==> src/cct_pkg.sv <==
// Shared constants and types for the four channel capture/compare timer
package cct_pkg;

	// ************************************************************
	// Sizes
	// ************************************************************
	localparam int CCT_NCH = 4;
	localparam int CCT_AW  = 4;
	localparam int CCT_DW  = 16;

	// ************************************************************
	// Register offsets (word index on the plain register port)
	// ************************************************************
	localparam logic [3:0] CCT_OFS_CTRL  = 4'h0;
	localparam logic [3:0] CCT_OFS_DIR   = 4'h1;
	localparam logic [3:0] CCT_OFS_IEN   = 4'h2;
	localparam logic [3:0] CCT_OFS_MODE  = 4'h3;
	localparam logic [3:0] CCT_OFS_FORCE = 4'h4;
	localparam logic [3:0] CCT_OFS_CH3OV = 4'h5;
	localparam logic [3:0] CCT_OFS_FLAGS = 4'h6;
	localparam logic [3:0] CCT_OFS_COUNT = 4'h7;
	localparam logic [3:0] CCT_OFS_VAL0  = 4'h8;
	localparam logic [3:0] CCT_OFS_LATCH = 4'hc;
	localparam logic [3:0] CCT_OFS_PINS  = 4'hd;
	localparam logic [3:0] CCT_OFS_EDGE  = 4'he;

	// ************************************************************
	// Field positions
	// ************************************************************
	localparam int CCT_CTRL_PRESC = 0;
	localparam int CCT_CTRL_CRE   = 3;
	localparam int CCT_CTRL_OVIE  = 4;
	localparam int CCT_CTRL_FFC   = 5;
	localparam int CCT_CTRL_EN    = 7;
	localparam int CCT_MODE_LEVEL = 0;
	localparam int CCT_MODE_MODE  = 4;
	localparam int CCT_CH3_MASK   = 0;
	localparam int CCT_CH3_DATA   = 4;
	localparam int CCT_FLAGS_OVF  = 7;
	localparam int CCT_PINS_OUT   = 0;
	localparam int CCT_PINS_OWN   = 4;
	localparam int CCT_PINS_IN    = 8;

	// ************************************************************
	// Reset values and counter limits
	// ************************************************************
	localparam logic [7:0]  CCT_EDGE_RST  = 8'h55;
	localparam logic [15:0] CCT_CNT_MAX   = 16'hffff;
	localparam logic [6:0]  CCT_PRESC_MAX = 7'h7f;

	// ************************************************************
	// Compare actions, coded as {mode bit, level bit}
	// ************************************************************
	localparam logic [1:0] CCT_ACT_OFF    = 2'b00;
	localparam logic [1:0] CCT_ACT_TOGGLE = 2'b01;
	localparam logic [1:0] CCT_ACT_CLEAR  = 2'b10;
	localparam logic [1:0] CCT_ACT_SET    = 2'b11;

	typedef struct packed {
		logic [2:0] prescale_select;
		logic       counter_reset_on_ch3;
		logic       overflow_irq_enable;
		logic       fast_flag_clear;
		logic       timer_enable;
	} cct_ctrl_t;

	typedef struct packed {
		cct_ctrl_t         ctrl;
		logic [3:0]        channel_direction_select;
		logic [3:0]        channel_irq_enable;
		logic [3:0]        compare_mode_bit;
		logic [3:0]        compare_level_bit;
		logic [3:0]        ch3_mask;
		logic [3:0]        ch3_data;
		logic [7:0]        edge_sel;
		logic [3:0]        channel_event_flag;
		logic              overflow_flag;
		logic [3:0]        port_latch;
		logic [3:0]        oc_state;
		logic [3:0]        cap_s1;
		logic [3:0]        cap_s2;
		logic [3:0]        cap_prev;
		logic [6:0]        presc;
		logic [15:0]       count;
		logic              stepped;
		logic              reset_pend;
		logic [3:0][15:0]  value;
		logic [15:0]       rdata;
		logic [3:0]        ch_irq;
		logic              ovf_irq;
		logic [3:0]        pin_out;
		logic [3:0]        pin_own;
	} cct_state_t;

endpackage

==> src/cct_timer.sv <==
// Four channel 16-bit capture/compare timer with plain register port
//
// Contract
// - Counter clocked by bus clock divided by 1 to 128 via prescale_select.
// - Direction bit zero makes the channel an input capture channel.
// - Active pin edge copies the counter into the channel value register.
// - Every input capture sets the channel event flag.
// - Channel interrupt follows its flag only while its enable is set.
// - Direction bit one makes the channel an output compare channel.
// - Counter equal to stored value sets, clears or toggles the pin.
// - Every normal compare match sets the channel event flag.
// - Mode and level bits pick the action; both zero disconnects the pin unless its channel 3 mask bit is set.
// - Force bit performs the compare action at once without a flag.
// - Channel 3 compare wins over simultaneous compares on other channels.
// - Channel 3 data reaches other pins only where its mask bit is set.
// - With counter reset enabled, channel 3 match returns counter to zero.
// - Port writes only load a latch that drives the pin outside compare use.
// - Four active-high channel interrupt outputs, one per channel.
// - Active-high overflow interrupt only while overflow enable is set.
// - Five interrupt requests in total: four channels and one overflow.
// - Overflow flag set when the counter wraps from all ones to zero.
// - Writing one clears an event or overflow flag; zero leaves it.
// - Fast clear: capture read, compare write or counter access clears flags.
// - Value register writes are ignored while the channel captures.
//
// Added by the designer: the plain strobed port and the register addresses.
`timescale 1ns/1ps

module cct_timer
	import cct_pkg::*;
(
	input  wire logic              CLOCK,
	input  wire logic              RST_N,
	input  wire logic [CCT_AW-1:0] ADDR,
	input  wire logic [CCT_DW-1:0] WDATA,
	input  wire logic              WR,
	input  wire logic              RD,
	output logic      [CCT_DW-1:0] RDATA,
	input  wire logic [3:0]        CAP_IN,
	output logic      [3:0]        PIN_OUT,
	output logic      [3:0]        PIN_CMP_OWN,
	output logic      [3:0]        CH_IRQ,
	output logic                   OVF_IRQ
);

	cct_state_t s_reg;
	cct_state_t s_next;

	// ************************************************************
	// Next state
	// ************************************************************
	always_comb
	begin
		logic [6:0]  lim;
		logic        tick;
		logic        reset_now;
		logic        ovf_set;
		logic        ovf_clr;
		logic [3:0]  match;
		logic [3:0]  cap_evt;
		logic [3:0]  force_act;
		logic [3:0]  flag_clr;
		logic [1:0]  act;
		logic [1:0]  vsel;
		logic        val_hit;
		s_next    = s_reg;
		lim       = 7'h00;
		tick      = 1'b0;
		reset_now = 1'b0;
		ovf_set   = 1'b0;
		ovf_clr   = 1'b0;
		match     = 4'h0;
		cap_evt   = 4'h0;
		force_act = 4'h0;
		flag_clr  = 4'h0;
		act       = CCT_ACT_OFF;
		vsel      = ADDR[1:0];
		val_hit   = (ADDR[3:2] == CCT_OFS_VAL0[3:2]);

		// Pin synchronisers; only the second stage feeds the edge logic
		s_next.cap_s1   = CAP_IN;
		s_next.cap_s2   = s_reg.cap_s1;
		s_next.cap_prev = s_reg.cap_s2;

		// Prescaler: limit is 2^sel - 1
		lim = CCT_PRESC_MAX >> (3'd7 - s_reg.ctrl.prescale_select);
		tick = s_reg.ctrl.timer_enable && (s_reg.presc >= lim);
		if (!s_reg.ctrl.timer_enable || tick)
		begin
			s_next.presc = 7'h00;
		end
		else
		begin
			s_next.presc = s_reg.presc + 7'h01;
		end

		// Matches are judged once per new counter value, so a slow
		// prescaler cannot fire the same compare many times
		for (int i = 0; i < CCT_NCH; i++)
		begin
			match[i] = s_reg.stepped && s_reg.channel_direction_select[i]
				&& (s_reg.count == s_reg.value[i]);
			cap_evt[i] = !s_reg.channel_direction_select[i] && (
				(s_reg.edge_sel[2*i] && s_reg.cap_s2[i] && !s_reg.cap_prev[i]) ||
				(s_reg.edge_sel[2*i+1] && !s_reg.cap_s2[i] && s_reg.cap_prev[i]));
		end

		// Counter
		reset_now = tick && (s_reg.reset_pend ||
			(match[3] && s_reg.ctrl.counter_reset_on_ch3));
		s_next.stepped = tick;
		if (reset_now)
		begin
			s_next.count      = 16'h0000;
			s_next.reset_pend = 1'b0;
		end
		else if (tick)
		begin
			s_next.count = s_reg.count + 16'h0001;
			ovf_set      = (s_reg.count == CCT_CNT_MAX);
		end
		if (match[3] && s_reg.ctrl.counter_reset_on_ch3 && !tick)
		begin
			// Prescaled tick not due yet: hold the reset for the next one
			s_next.reset_pend = 1'b1;
		end
		if (!s_reg.ctrl.counter_reset_on_ch3)
		begin
			s_next.reset_pend = 1'b0;
		end

		// Register writes
		if (WR)
		begin
			case (ADDR)
				CCT_OFS_CTRL:
				begin
					s_next.ctrl.prescale_select      = WDATA[CCT_CTRL_PRESC +: 3];
					s_next.ctrl.counter_reset_on_ch3 = WDATA[CCT_CTRL_CRE];
					s_next.ctrl.overflow_irq_enable  = WDATA[CCT_CTRL_OVIE];
					s_next.ctrl.fast_flag_clear      = WDATA[CCT_CTRL_FFC];
					s_next.ctrl.timer_enable         = WDATA[CCT_CTRL_EN];
				end
				CCT_OFS_DIR:
				begin
					s_next.channel_direction_select = WDATA[3:0];
				end
				CCT_OFS_IEN:
				begin
					s_next.channel_irq_enable = WDATA[3:0];
				end
				CCT_OFS_MODE:
				begin
					s_next.compare_level_bit = WDATA[CCT_MODE_LEVEL +: 4];
					s_next.compare_mode_bit  = WDATA[CCT_MODE_MODE +: 4];
				end
				CCT_OFS_FORCE:
				begin
					force_act = WDATA[3:0] & s_reg.channel_direction_select;
				end
				CCT_OFS_CH3OV:
				begin
					s_next.ch3_mask = WDATA[CCT_CH3_MASK +: 4];
					s_next.ch3_data = WDATA[CCT_CH3_DATA +: 4];
				end
				CCT_OFS_FLAGS:
				begin
					flag_clr = WDATA[3:0];
					ovf_clr  = WDATA[CCT_FLAGS_OVF];
				end
				CCT_OFS_COUNT:
				begin
					ovf_clr = s_reg.ctrl.fast_flag_clear;
				end
				CCT_OFS_LATCH:
				begin
					s_next.port_latch = WDATA[3:0];
				end
				CCT_OFS_EDGE:
				begin
					s_next.edge_sel = WDATA[7:0];
				end
				default:
				begin
					if (val_hit && s_reg.channel_direction_select[vsel])
					begin
						// Capture channels keep their stored value
						s_next.value[vsel] = WDATA;
						flag_clr[vsel] = s_reg.ctrl.fast_flag_clear;
					end
				end
			endcase
		end

		// Read side effects and read data, valid for one cycle only
		s_next.rdata = 16'h0000;
		if (RD)
		begin
			case (ADDR)
				CCT_OFS_CTRL:
				begin
					s_next.rdata[7:0] = {s_reg.ctrl.timer_enable, 1'b0,
						s_reg.ctrl.fast_flag_clear, s_reg.ctrl.overflow_irq_enable,
						s_reg.ctrl.counter_reset_on_ch3, s_reg.ctrl.prescale_select};
				end
				CCT_OFS_DIR:
				begin
					s_next.rdata[3:0] = s_reg.channel_direction_select;
				end
				CCT_OFS_IEN:
				begin
					s_next.rdata[3:0] = s_reg.channel_irq_enable;
				end
				CCT_OFS_MODE:
				begin
					s_next.rdata[7:0] = {s_reg.compare_mode_bit, s_reg.compare_level_bit};
				end
				CCT_OFS_CH3OV:
				begin
					s_next.rdata[7:0] = {s_reg.ch3_data, s_reg.ch3_mask};
				end
				CCT_OFS_FLAGS:
				begin
					s_next.rdata[CCT_FLAGS_OVF] = s_reg.overflow_flag;
					s_next.rdata[3:0]           = s_reg.channel_event_flag;
				end
				CCT_OFS_COUNT:
				begin
					s_next.rdata = s_reg.count;
					ovf_clr = ovf_clr | s_reg.ctrl.fast_flag_clear;
				end
				CCT_OFS_LATCH:
				begin
					s_next.rdata[3:0] = s_reg.port_latch;
				end
				CCT_OFS_PINS:
				begin
					s_next.rdata[CCT_PINS_OUT +: 4] = s_reg.pin_out;
					s_next.rdata[CCT_PINS_OWN +: 4] = s_reg.pin_own;
					s_next.rdata[CCT_PINS_IN +: 4]  = s_reg.cap_s2;
				end
				CCT_OFS_EDGE:
				begin
					s_next.rdata[7:0] = s_reg.edge_sel;
				end
				default:
				begin
					if (val_hit)
					begin
						s_next.rdata = s_reg.value[vsel];
						if (!s_reg.channel_direction_select[vsel])
						begin
							flag_clr[vsel] = flag_clr[vsel] | s_reg.ctrl.fast_flag_clear;
						end
					end
				end
			endcase
		end

		// Capture overrides nothing software can write (writes are ignored)
		for (int i = 0; i < CCT_NCH; i++)
		begin
			if (cap_evt[i])
			begin
				s_next.value[i] = s_reg.count;
			end
		end

		// Compare actions per channel
		for (int i = 0; i < CCT_NCH; i++)
		begin
			act = {s_reg.compare_mode_bit[i], s_reg.compare_level_bit[i]};
			if (match[i] || force_act[i])
			begin
				case (act)
					CCT_ACT_TOGGLE: s_next.oc_state[i] = !s_reg.oc_state[i];
					CCT_ACT_CLEAR:  s_next.oc_state[i] = 1'b0;
					CCT_ACT_SET:    s_next.oc_state[i] = 1'b1;
					default:        s_next.oc_state[i] = s_reg.oc_state[i];
				endcase
			end
		end

		// Channel 3 override is applied last so it wins any collision
		if (match[3] || force_act[3])
		begin
			for (int i = 0; i < CCT_NCH; i++)
			begin
				if (s_reg.ch3_mask[i] && s_reg.channel_direction_select[i])
				begin
					s_next.oc_state[i] = s_reg.ch3_data[i];
				end
			end
		end

		// Flags: a set in the same cycle as a clear wins
		s_next.channel_event_flag = (s_reg.channel_event_flag & ~flag_clr)
			| cap_evt | match;
		s_next.overflow_flag = (s_reg.overflow_flag && !ovf_clr) || ovf_set;

		// Interrupt outputs are registered on the same edge as the flags
		s_next.ch_irq  = s_next.channel_event_flag & s_next.channel_irq_enable;
		s_next.ovf_irq = s_next.overflow_flag && s_next.ctrl.overflow_irq_enable;

		// Pin ownership: compare logic only when an action or mask is set
		for (int i = 0; i < CCT_NCH; i++)
		begin
			s_next.pin_own[i] = s_next.channel_direction_select[i] &&
				(s_next.compare_mode_bit[i] || s_next.compare_level_bit[i]
				|| s_next.ch3_mask[i]);
			s_next.pin_out[i] = s_next.pin_own[i] ? s_next.oc_state[i]
				: s_next.port_latch[i];
		end
	end

	// ************************************************************
	// State register
	// ************************************************************
	always_ff @(posedge CLOCK)
	begin
		if (!RST_N)
		begin
			s_reg          <= '0;
			s_reg.edge_sel <= CCT_EDGE_RST;
		end
		else
		begin
			s_reg <= s_next;
		end
	end

	assign RDATA       = s_reg.rdata;
	assign PIN_OUT     = s_reg.pin_out;
	assign PIN_CMP_OWN = s_reg.pin_own;
	assign CH_IRQ      = s_reg.ch_irq;
	assign OVF_IRQ     = s_reg.ovf_irq;

endmodule

==> config.mk <==
export PLATFORM = sky130hd
export DESIGN_NAME = cct_timer
export DESIGN_NICKNAME = d
export VERILOG_FILES = /design/src/cct_pkg.sv /design/src/cct_timer.sv
export SDC_FILE = /design/constraint.sdc
export NUM_CORES = 1
export LEC_CHECK = 0
export ABC_AREA = 1
export BUFFER_PORTS_ARGS = -buffer_cell sky130_fd_sc_hd__buf_2
export CAP_MARGIN = 20
export CORE_MARGIN = 2
export CORE_UTILIZATION = 65
export DETAILED_ROUTE_END_ITERATION = 8
export GPL_ROUTABILITY_DRIVEN = 0
export PLACE_DENSITY = 0.81
export SYNTH_ARGS = -nofsm -noshare
export SYNTH_HDL_FRONTEND = slang
export SYNTH_SLANG_ARGS = --single-unit
==> constraint.sdc <==
create_clock -name CLOCK -period 3.85 [get_ports CLOCK]
set_clock_uncertainty 0.05 [all_clocks]
set_input_delay 0.77 -clock CLOCK [delete_from_list [all_inputs] [get_ports CLOCK]]
set_output_delay 0.77 -clock CLOCK [all_outputs]
set_load 0.02 [all_outputs]
# Word-level counts from Yosys, hierarchy flattened
# Cells that the tools add are included.
[word_totals]
register_bits = 182
input_bits = 28
output_inout_bits = 29
elab_cells = 259
[classes]
n_addsub = 3
n_lt_le_gt_ge = 3
n_eq_ne = 32
n_shift = 1
mux = 68
bitwise = 10
reduce_logical = 110
[ops]
columns = ["operator", "count"]
rows = [
  ["2-to-1 mux 64 bit", 3],
  ["2-to-1 mux 16 bit", 7],
  ["bitwise mux 64 bit", 1],
  ["== test 16 bit", 4],
  ["2-to-1 mux 4 bit", 13],
  ["logical AND 1 bit", 44],
  ["case mux 4 bit (10 select lines)", 1],
  ["2-to-1 mux 35 bit", 1],
  ["binary-select mux 16 bit (select 2 bit)", 1],
  ["demux 16 bit (select 2 bit)", 1],
  ["2-to-1 mux 8 bit", 3],
  ["2-to-1 mux 1 bit", 22],
  ["case mux 3 bit (7 select lines)", 1],
  ["OR reduction 10 bit", 2],
  ["logical NOT 1 bit", 19],
  ["logical OR 1 bit", 19],
  ["== test 2 bit (second input constant)", 9],
  ["nonzero test 2 bit", 9],
  ["OR reduction 9 bit", 2],
  ["adder 16 x 1 -> 16 bit (second input constant)", 1],
  ["AND 4 bit", 4],
  ["== test 16 bit (second input constant)", 1],
  ["== test 4 x 3 -> 1 bit (second input constant)", 4],
  ["case mux 4 bit (2 select lines)", 2],
  ["other kinds (30)", 53],
]

# Logic depth before layout (Yosys ltp)
[logic_depth]
word_depth = 21
depth_mapped = 15
ltp_nobuf = 14

# Worst setup path before layout
# OpenSTA, ideal clock, no wires.
[synth_path]
path_kind = "input to register"
from = "input port ADDR[0]"
to = "register s_reg[73] in the netlist's numbering"
setup_time_ns = 0.070
arrival_time_ns = 1.945
t_required_ns = 3.730
slack_ns = 1.785
stages = 12
path_buffers = 1
path_cell_list = "inv_2 > nand2_2 > nor2_1 > nor2_1 > nand2_2 > nand2_1 > nor3_4 > nand2_1 > nand2_1 > buf_2 > o21ai_1 > a21oi_1"
[synth_via]
elab_chain_len = 9
word_cells_on_any_way = 27
[synth_lines]
columns = ["element", "line_no", "text"]
rows = [
  ["start, declared", "cct_timer.sv:34", "input wire logic [CCT_AW-1:0] ADDR,"],
  ["< comparator 2 x 3 -> 1 bit (not written as such) or >= comparator 2 x 1 -> 1 bit (tied branches)", "cct_timer.sv:188", "s_next.value[vsel] = WDATA;"],
  ["logical AND 1 bit (not written as such)", "cct_timer.sv:188", ""],
  ["2-to-1 mux 16 bit (not written as such)", "cct_timer.sv:188", ""],
  ["demux 16 bit (select 2 bit)", "cct_timer.sv:188", ""],
  ["bitwise mux 64 bit", "cct_timer.sv:188", ""],
  ["2-to-1 mux 64 bit", "cct_timer.sv:185", "if (val_hit && s_reg.channel_direction_select[vsel])"],
  ["2-to-1 mux 64 bit", "cct_timer.sv:135", "case (ADDR)"],
  ["2-to-1 mux 64 bit", "cct_timer.sv:133", "if (WR)"],
  ["2-to-1 mux 16 bit", "cct_timer.sv:263", "if (cap_evt[i])"],
  ["end signal, assigned", "cct_timer.sv:328", "s_reg <= s_next;"],
  ["end, declared", "cct_timer.sv:46", "cct_state_t s_reg;"],
]
# Several ways; a longest one is shown, not always the timed one. The select of a mux whose other input is x is not followed.
# A chain may end at the register's enable or synchronous reset.

# Worst setup path in the final report
[layout_path]
from = "register s_reg[180] in the netlist's numbering"
to = "register s_reg[99] in the netlist's numbering"
[layout_via]
elab_chain_len = 6
[layout_lines]
columns = ["element", "line_no", "text"]
rows = [
  ["subtractor 3 bit (*)", "cct_timer.sv:86", "lim = CCT_PRESC_MAX >> (3'd7 - s_reg.ctrl.prescale_select);"],
  [">> shifter 7 x 3 -> 7 bit (*)", "cct_timer.sv:86", ""],
  [">= comparator 7 bit (*)", "cct_timer.sv:87", "tick = s_reg.ctrl.timer_enable && (s_reg.presc >= lim);"],
  ["logical AND 1 bit (*)", "cct_timer.sv:87", ""],
  ["logical AND 1 bit", "cct_timer.sv:109", "reset_now = tick && (s_reg.reset_pend ||"],
  ["OR reduction 2 bit (no source line)", "--", ""],
]
# Every way passes the cells marked *; elsewhere a longest branch is shown, timed or not.

==> implementation parameters <==
Parameter                              Value

Synthesis
  Number of synthesized register bits    182
  Net count after synthesis    1625
  Post-Synthesis Cell Area    10270 sq um
  Number of warnings issued by yosys    0
  Top post-synthesis cells by area    sky130_fd_sc_hd__dfxtp_1, sky130_fd_sc_hd__nand2_1, sky130_fd_sc_hd__o21ai_0
  Share of the yosys chip area belonging to registers    35.48%
  Share of the synthesized area in the top cell type    35.48%
  Number of different library cells in the post-synthesis netlist    39
  Largest area contributor in the synthesized netlist    sky130_fd_sc_hd__dfxtp_1
  Synthesized area per cell    6.467 sq um
  Number of synthesized flops with an enable pin    0
  Dominant synthesized flop cell    sky130_fd_sc_hd__dfxtp_1
  Fraction of registers with async set/reset    0%
  Cell count after synthesis    1588

Global route
  Total routing resource utilization after global routing    40.36%
  Sum of overflow across all layers after global routing    0
  Wire length of the first global-routing pass    52000 um
  Largest net degree at the start of global routing    98
  Vias in the first global route    9837
  Antenna violations before repair    1

Setup path
  Worst Setup Start Kind    flip-flop
  Worst setup slack for register-to-register paths    0.75 ns
  Series of cell instances along the critical path    nand3_1 -> ha_1 -> nand2_1 -> inv_1 -> nand2_1 -> nor2_1 -> nand3_1 -> nand3_1 -> nand2_1 -> inv_1 -> nand2_1 -> nand2_2 -> nor3b_1
  Setup CP Type    flip-flop to flip-flop
  Library cell appearing most often on the critical path    sky130_fd_sc_hd__nand2_1
  Category of the worst setup path capture point    flip-flop
  Largest stage delay on the critical path    0.51 ns
  Crit-path leading delay family    simple AND/OR/NAND/NOR gates
  Arrival time of data at the critical path endpoint    3.41 ns
  Cell type of the slowest stage on the worst timing path    sky130_fd_sc_hd__dfxtp_1
  Crit path buf inv count    2
  Data required time at the worst endpoint    4.16 ns
  Maximum net fanout on the critical path    19

Clock tree
  CTS sink count    182
  Clock insertion delay at the later pin of the skew report    0.45 ns
  Clock transition time at the flip-flop clock pins of the worst setup and hold paths    0.07 ns
  Buffer type at the clock tree root    sky130_fd_sc_hd__clkbuf_16
  Post-CTS Setup Bufs    0
  Depth of the CTS H-tree    4
  CTS tree    yes
  Hold buffer count at cts    0
  Clock tree buffer depth    2
  CTS resizes    0
  Number of CTS-inserted buffers    17

Routing
  Via-to-Cell Ratio    6.264
  Number of design rule violations left after detail routing    0
  Initial DRT Pass Iterations    7
  Average wire length per cell after detail routing    18.85 um
  Drt total wl    33850 um
  Residual antenna-violating net count after detailed routing    0
  Vias after detailed routing    11250
  Count of routing violations after the opening detailed-route iteration    1759

Pwr
  Largest voltage drop on the vdd net    0.4232 mV
  Leakage component of the power    4.787 nW
  Pwr/cell area    392.5 nW/um^2

Job
  Max_cap viols    0

STA
  Period utilization    80.49%
  Setup Viol. Count Final    0
  Fmax    322.7 MHz
  Slew at the pin closest to its max-slew limit    0.9165 ns
  Count of pins over their slew limit    0
  Final period demand of the worst path    3.099 ns
  Worst slew margin relative to its limit    38.90%
  RSZ-0062 raised after global routing    false
  WHS    0.3616 ns
  Number of failing hold endpoints at the final stage    0
  Setup Total Neg Slack    0 ns

Floorplan
  Row cnt    45
  Y dimension of the die    129.7 um
  Initial Util    67.06%
  Die area    16820 sq um
  Width of the chip    129.7 um
  Total core area    15310 sq um
  Top-level I/O count    57

Final layout
  Most frequent cells in the layout    sky130_fd_sc_hd__nand2_1, sky130_fd_sc_hd__inv_1, sky130_fd_sc_hd__dfxtp_1, sky130_fd_sc_hd__nor2_1, sky130_fd_sc_hd__o21ai_0
  Area growth from synthesis to final layout    7.090%
  Most common library cell in the layout ignoring fill and taps    sky130_fd_sc_hd__nand2_1
  Area of the multi-input gates    5286 sq um
  Diode insertion count for antenna repair    0
  Count of filler cells inserted in the layout    1355
  Number of flip-flops under the largest register name    145
  Layout cells sized above 1    8.265%
  Number of nets at the end of the flow    1609
  Final core utilization    71.81%
  Sequential cell area    3643 sq um

Placed design
  HPWL after DPL    24410 um
  Count of input and output buffers    56

Min path
  Worst Hold Class    flip-flop to flip-flop

Run status
  Result of the run    completed
## cell families after synthesis
family / after synthesis / synth area share, %
fa+ha+maj: 9 / 1.097
buf+inv: 316 / 13.05
compound gates: 423 / 22.77
flops: 182 / 35.48
simple gates: 635 / 25.65
xor+xnor: 23 / 1.961
## stage by stage
stage | power (mW) | instances | area (sq um) | setup WS [ns]
floorplan | 2.387 | 1588 | 10270 | 1.785
finish | 4.317 | 1796 | 11000 | 0.7511
CTS | 4.297 | 1796 | 11000 | 0.8315
global placement | 2.518 | 1764 | 10390 | 0.9119
detailed placement | 2.528 | 1764 | 10390 | 0.7795
global route | 4.454 | 1796 | 11000 | 0.5264
## power by group
group / internal, mW / switching [mW]
logic: 0.153 / 0.354
clock network: 0.995 / 0.806
registers: 1.95 / 0.0590
total: 3.10 / 1.22
## worst paths after layout
path	startpoint	endpoint	cells past startpoint
max	s_reg[180]$_SDFFE_PN0P_	s_reg[99]$_SDFFE_PP0P_	13
min	s_next[125]$_SDFF_PN0_	s_next[121]$_SDFF_PN0_	2
max reg2reg	s_reg[180]$_SDFFE_PN0P_	s_reg[99]$_SDFFE_PP0P_	13
min reg2reg	s_next[125]$_SDFF_PN0_	s_next[121]$_SDFF_PN0_	2
## metal layers
layer	global-route usage [%]	up-vias	wire [um]
met1	55.95	5008	13040
li1	-	5206	-
met2	58.42	875	13770
met3	12.05	162	5441
met5	0	-	0
met4	17.58	0	1597
## worst min-delay path, cell delays in order, from the launching register on
cell and delay, ns:
sky130_fd_sc_hd__dfxtp_1 0.31, sky130_fd_sc_hd__nand2_1 0.04, sky130_fd_sc_hd__inv_1 0.04
## Yosys cell counts (2+ instances only)
master,n
sky130_fd_sc_hd__a211oi_1,4
sky130_fd_sc_hd__a21boi_1,2
sky130_fd_sc_hd__a21o_1,3
sky130_fd_sc_hd__a21oi_1,119
sky130_fd_sc_hd__a221oi_1,5
sky130_fd_sc_hd__a31oi_1,51
sky130_fd_sc_hd__a41oi_1,2
sky130_fd_sc_hd__buf_1,5
sky130_fd_sc_hd__buf_2,21
sky130_fd_sc_hd__buf_4,34
sky130_fd_sc_hd__clkbuf_1,51
sky130_fd_sc_hd__clkinv_1,10
sky130_fd_sc_hd__dfxtp_1,182
sky130_fd_sc_hd__ha_1,9
sky130_fd_sc_hd__inv_1,186
sky130_fd_sc_hd__inv_2,9
sky130_fd_sc_hd__nand2_1,336
sky130_fd_sc_hd__nand2_2,6
sky130_fd_sc_hd__nand3_1,68
sky130_fd_sc_hd__nand3b_1,3
sky130_fd_sc_hd__nand4_1,26
sky130_fd_sc_hd__nor2_1,168
sky130_fd_sc_hd__nor2_2,6
sky130_fd_sc_hd__nor3_1,10
sky130_fd_sc_hd__nor3b_1,5
sky130_fd_sc_hd__nor4_1,6
sky130_fd_sc_hd__o2111ai_1,4
sky130_fd_sc_hd__o211ai_1,7
sky130_fd_sc_hd__o21ai_0,162
sky130_fd_sc_hd__o21ai_1,17
sky130_fd_sc_hd__o22ai_1,40
sky130_fd_sc_hd__o2bb2ai_1,3
sky130_fd_sc_hd__xnor2_1,12
sky130_fd_sc_hd__xor2_1,11
## area by class of cell
class	count	area share, %
timing repair buffer	76	3.914
inverter	205	6.997
sequential	182	33.13
clock inverter	14	1.502
clock buffer	18	3.993
multi-input combinational	1090	48.07
tap	211	2.400
No activity file was read; power rests on OpenSTA's default activity.
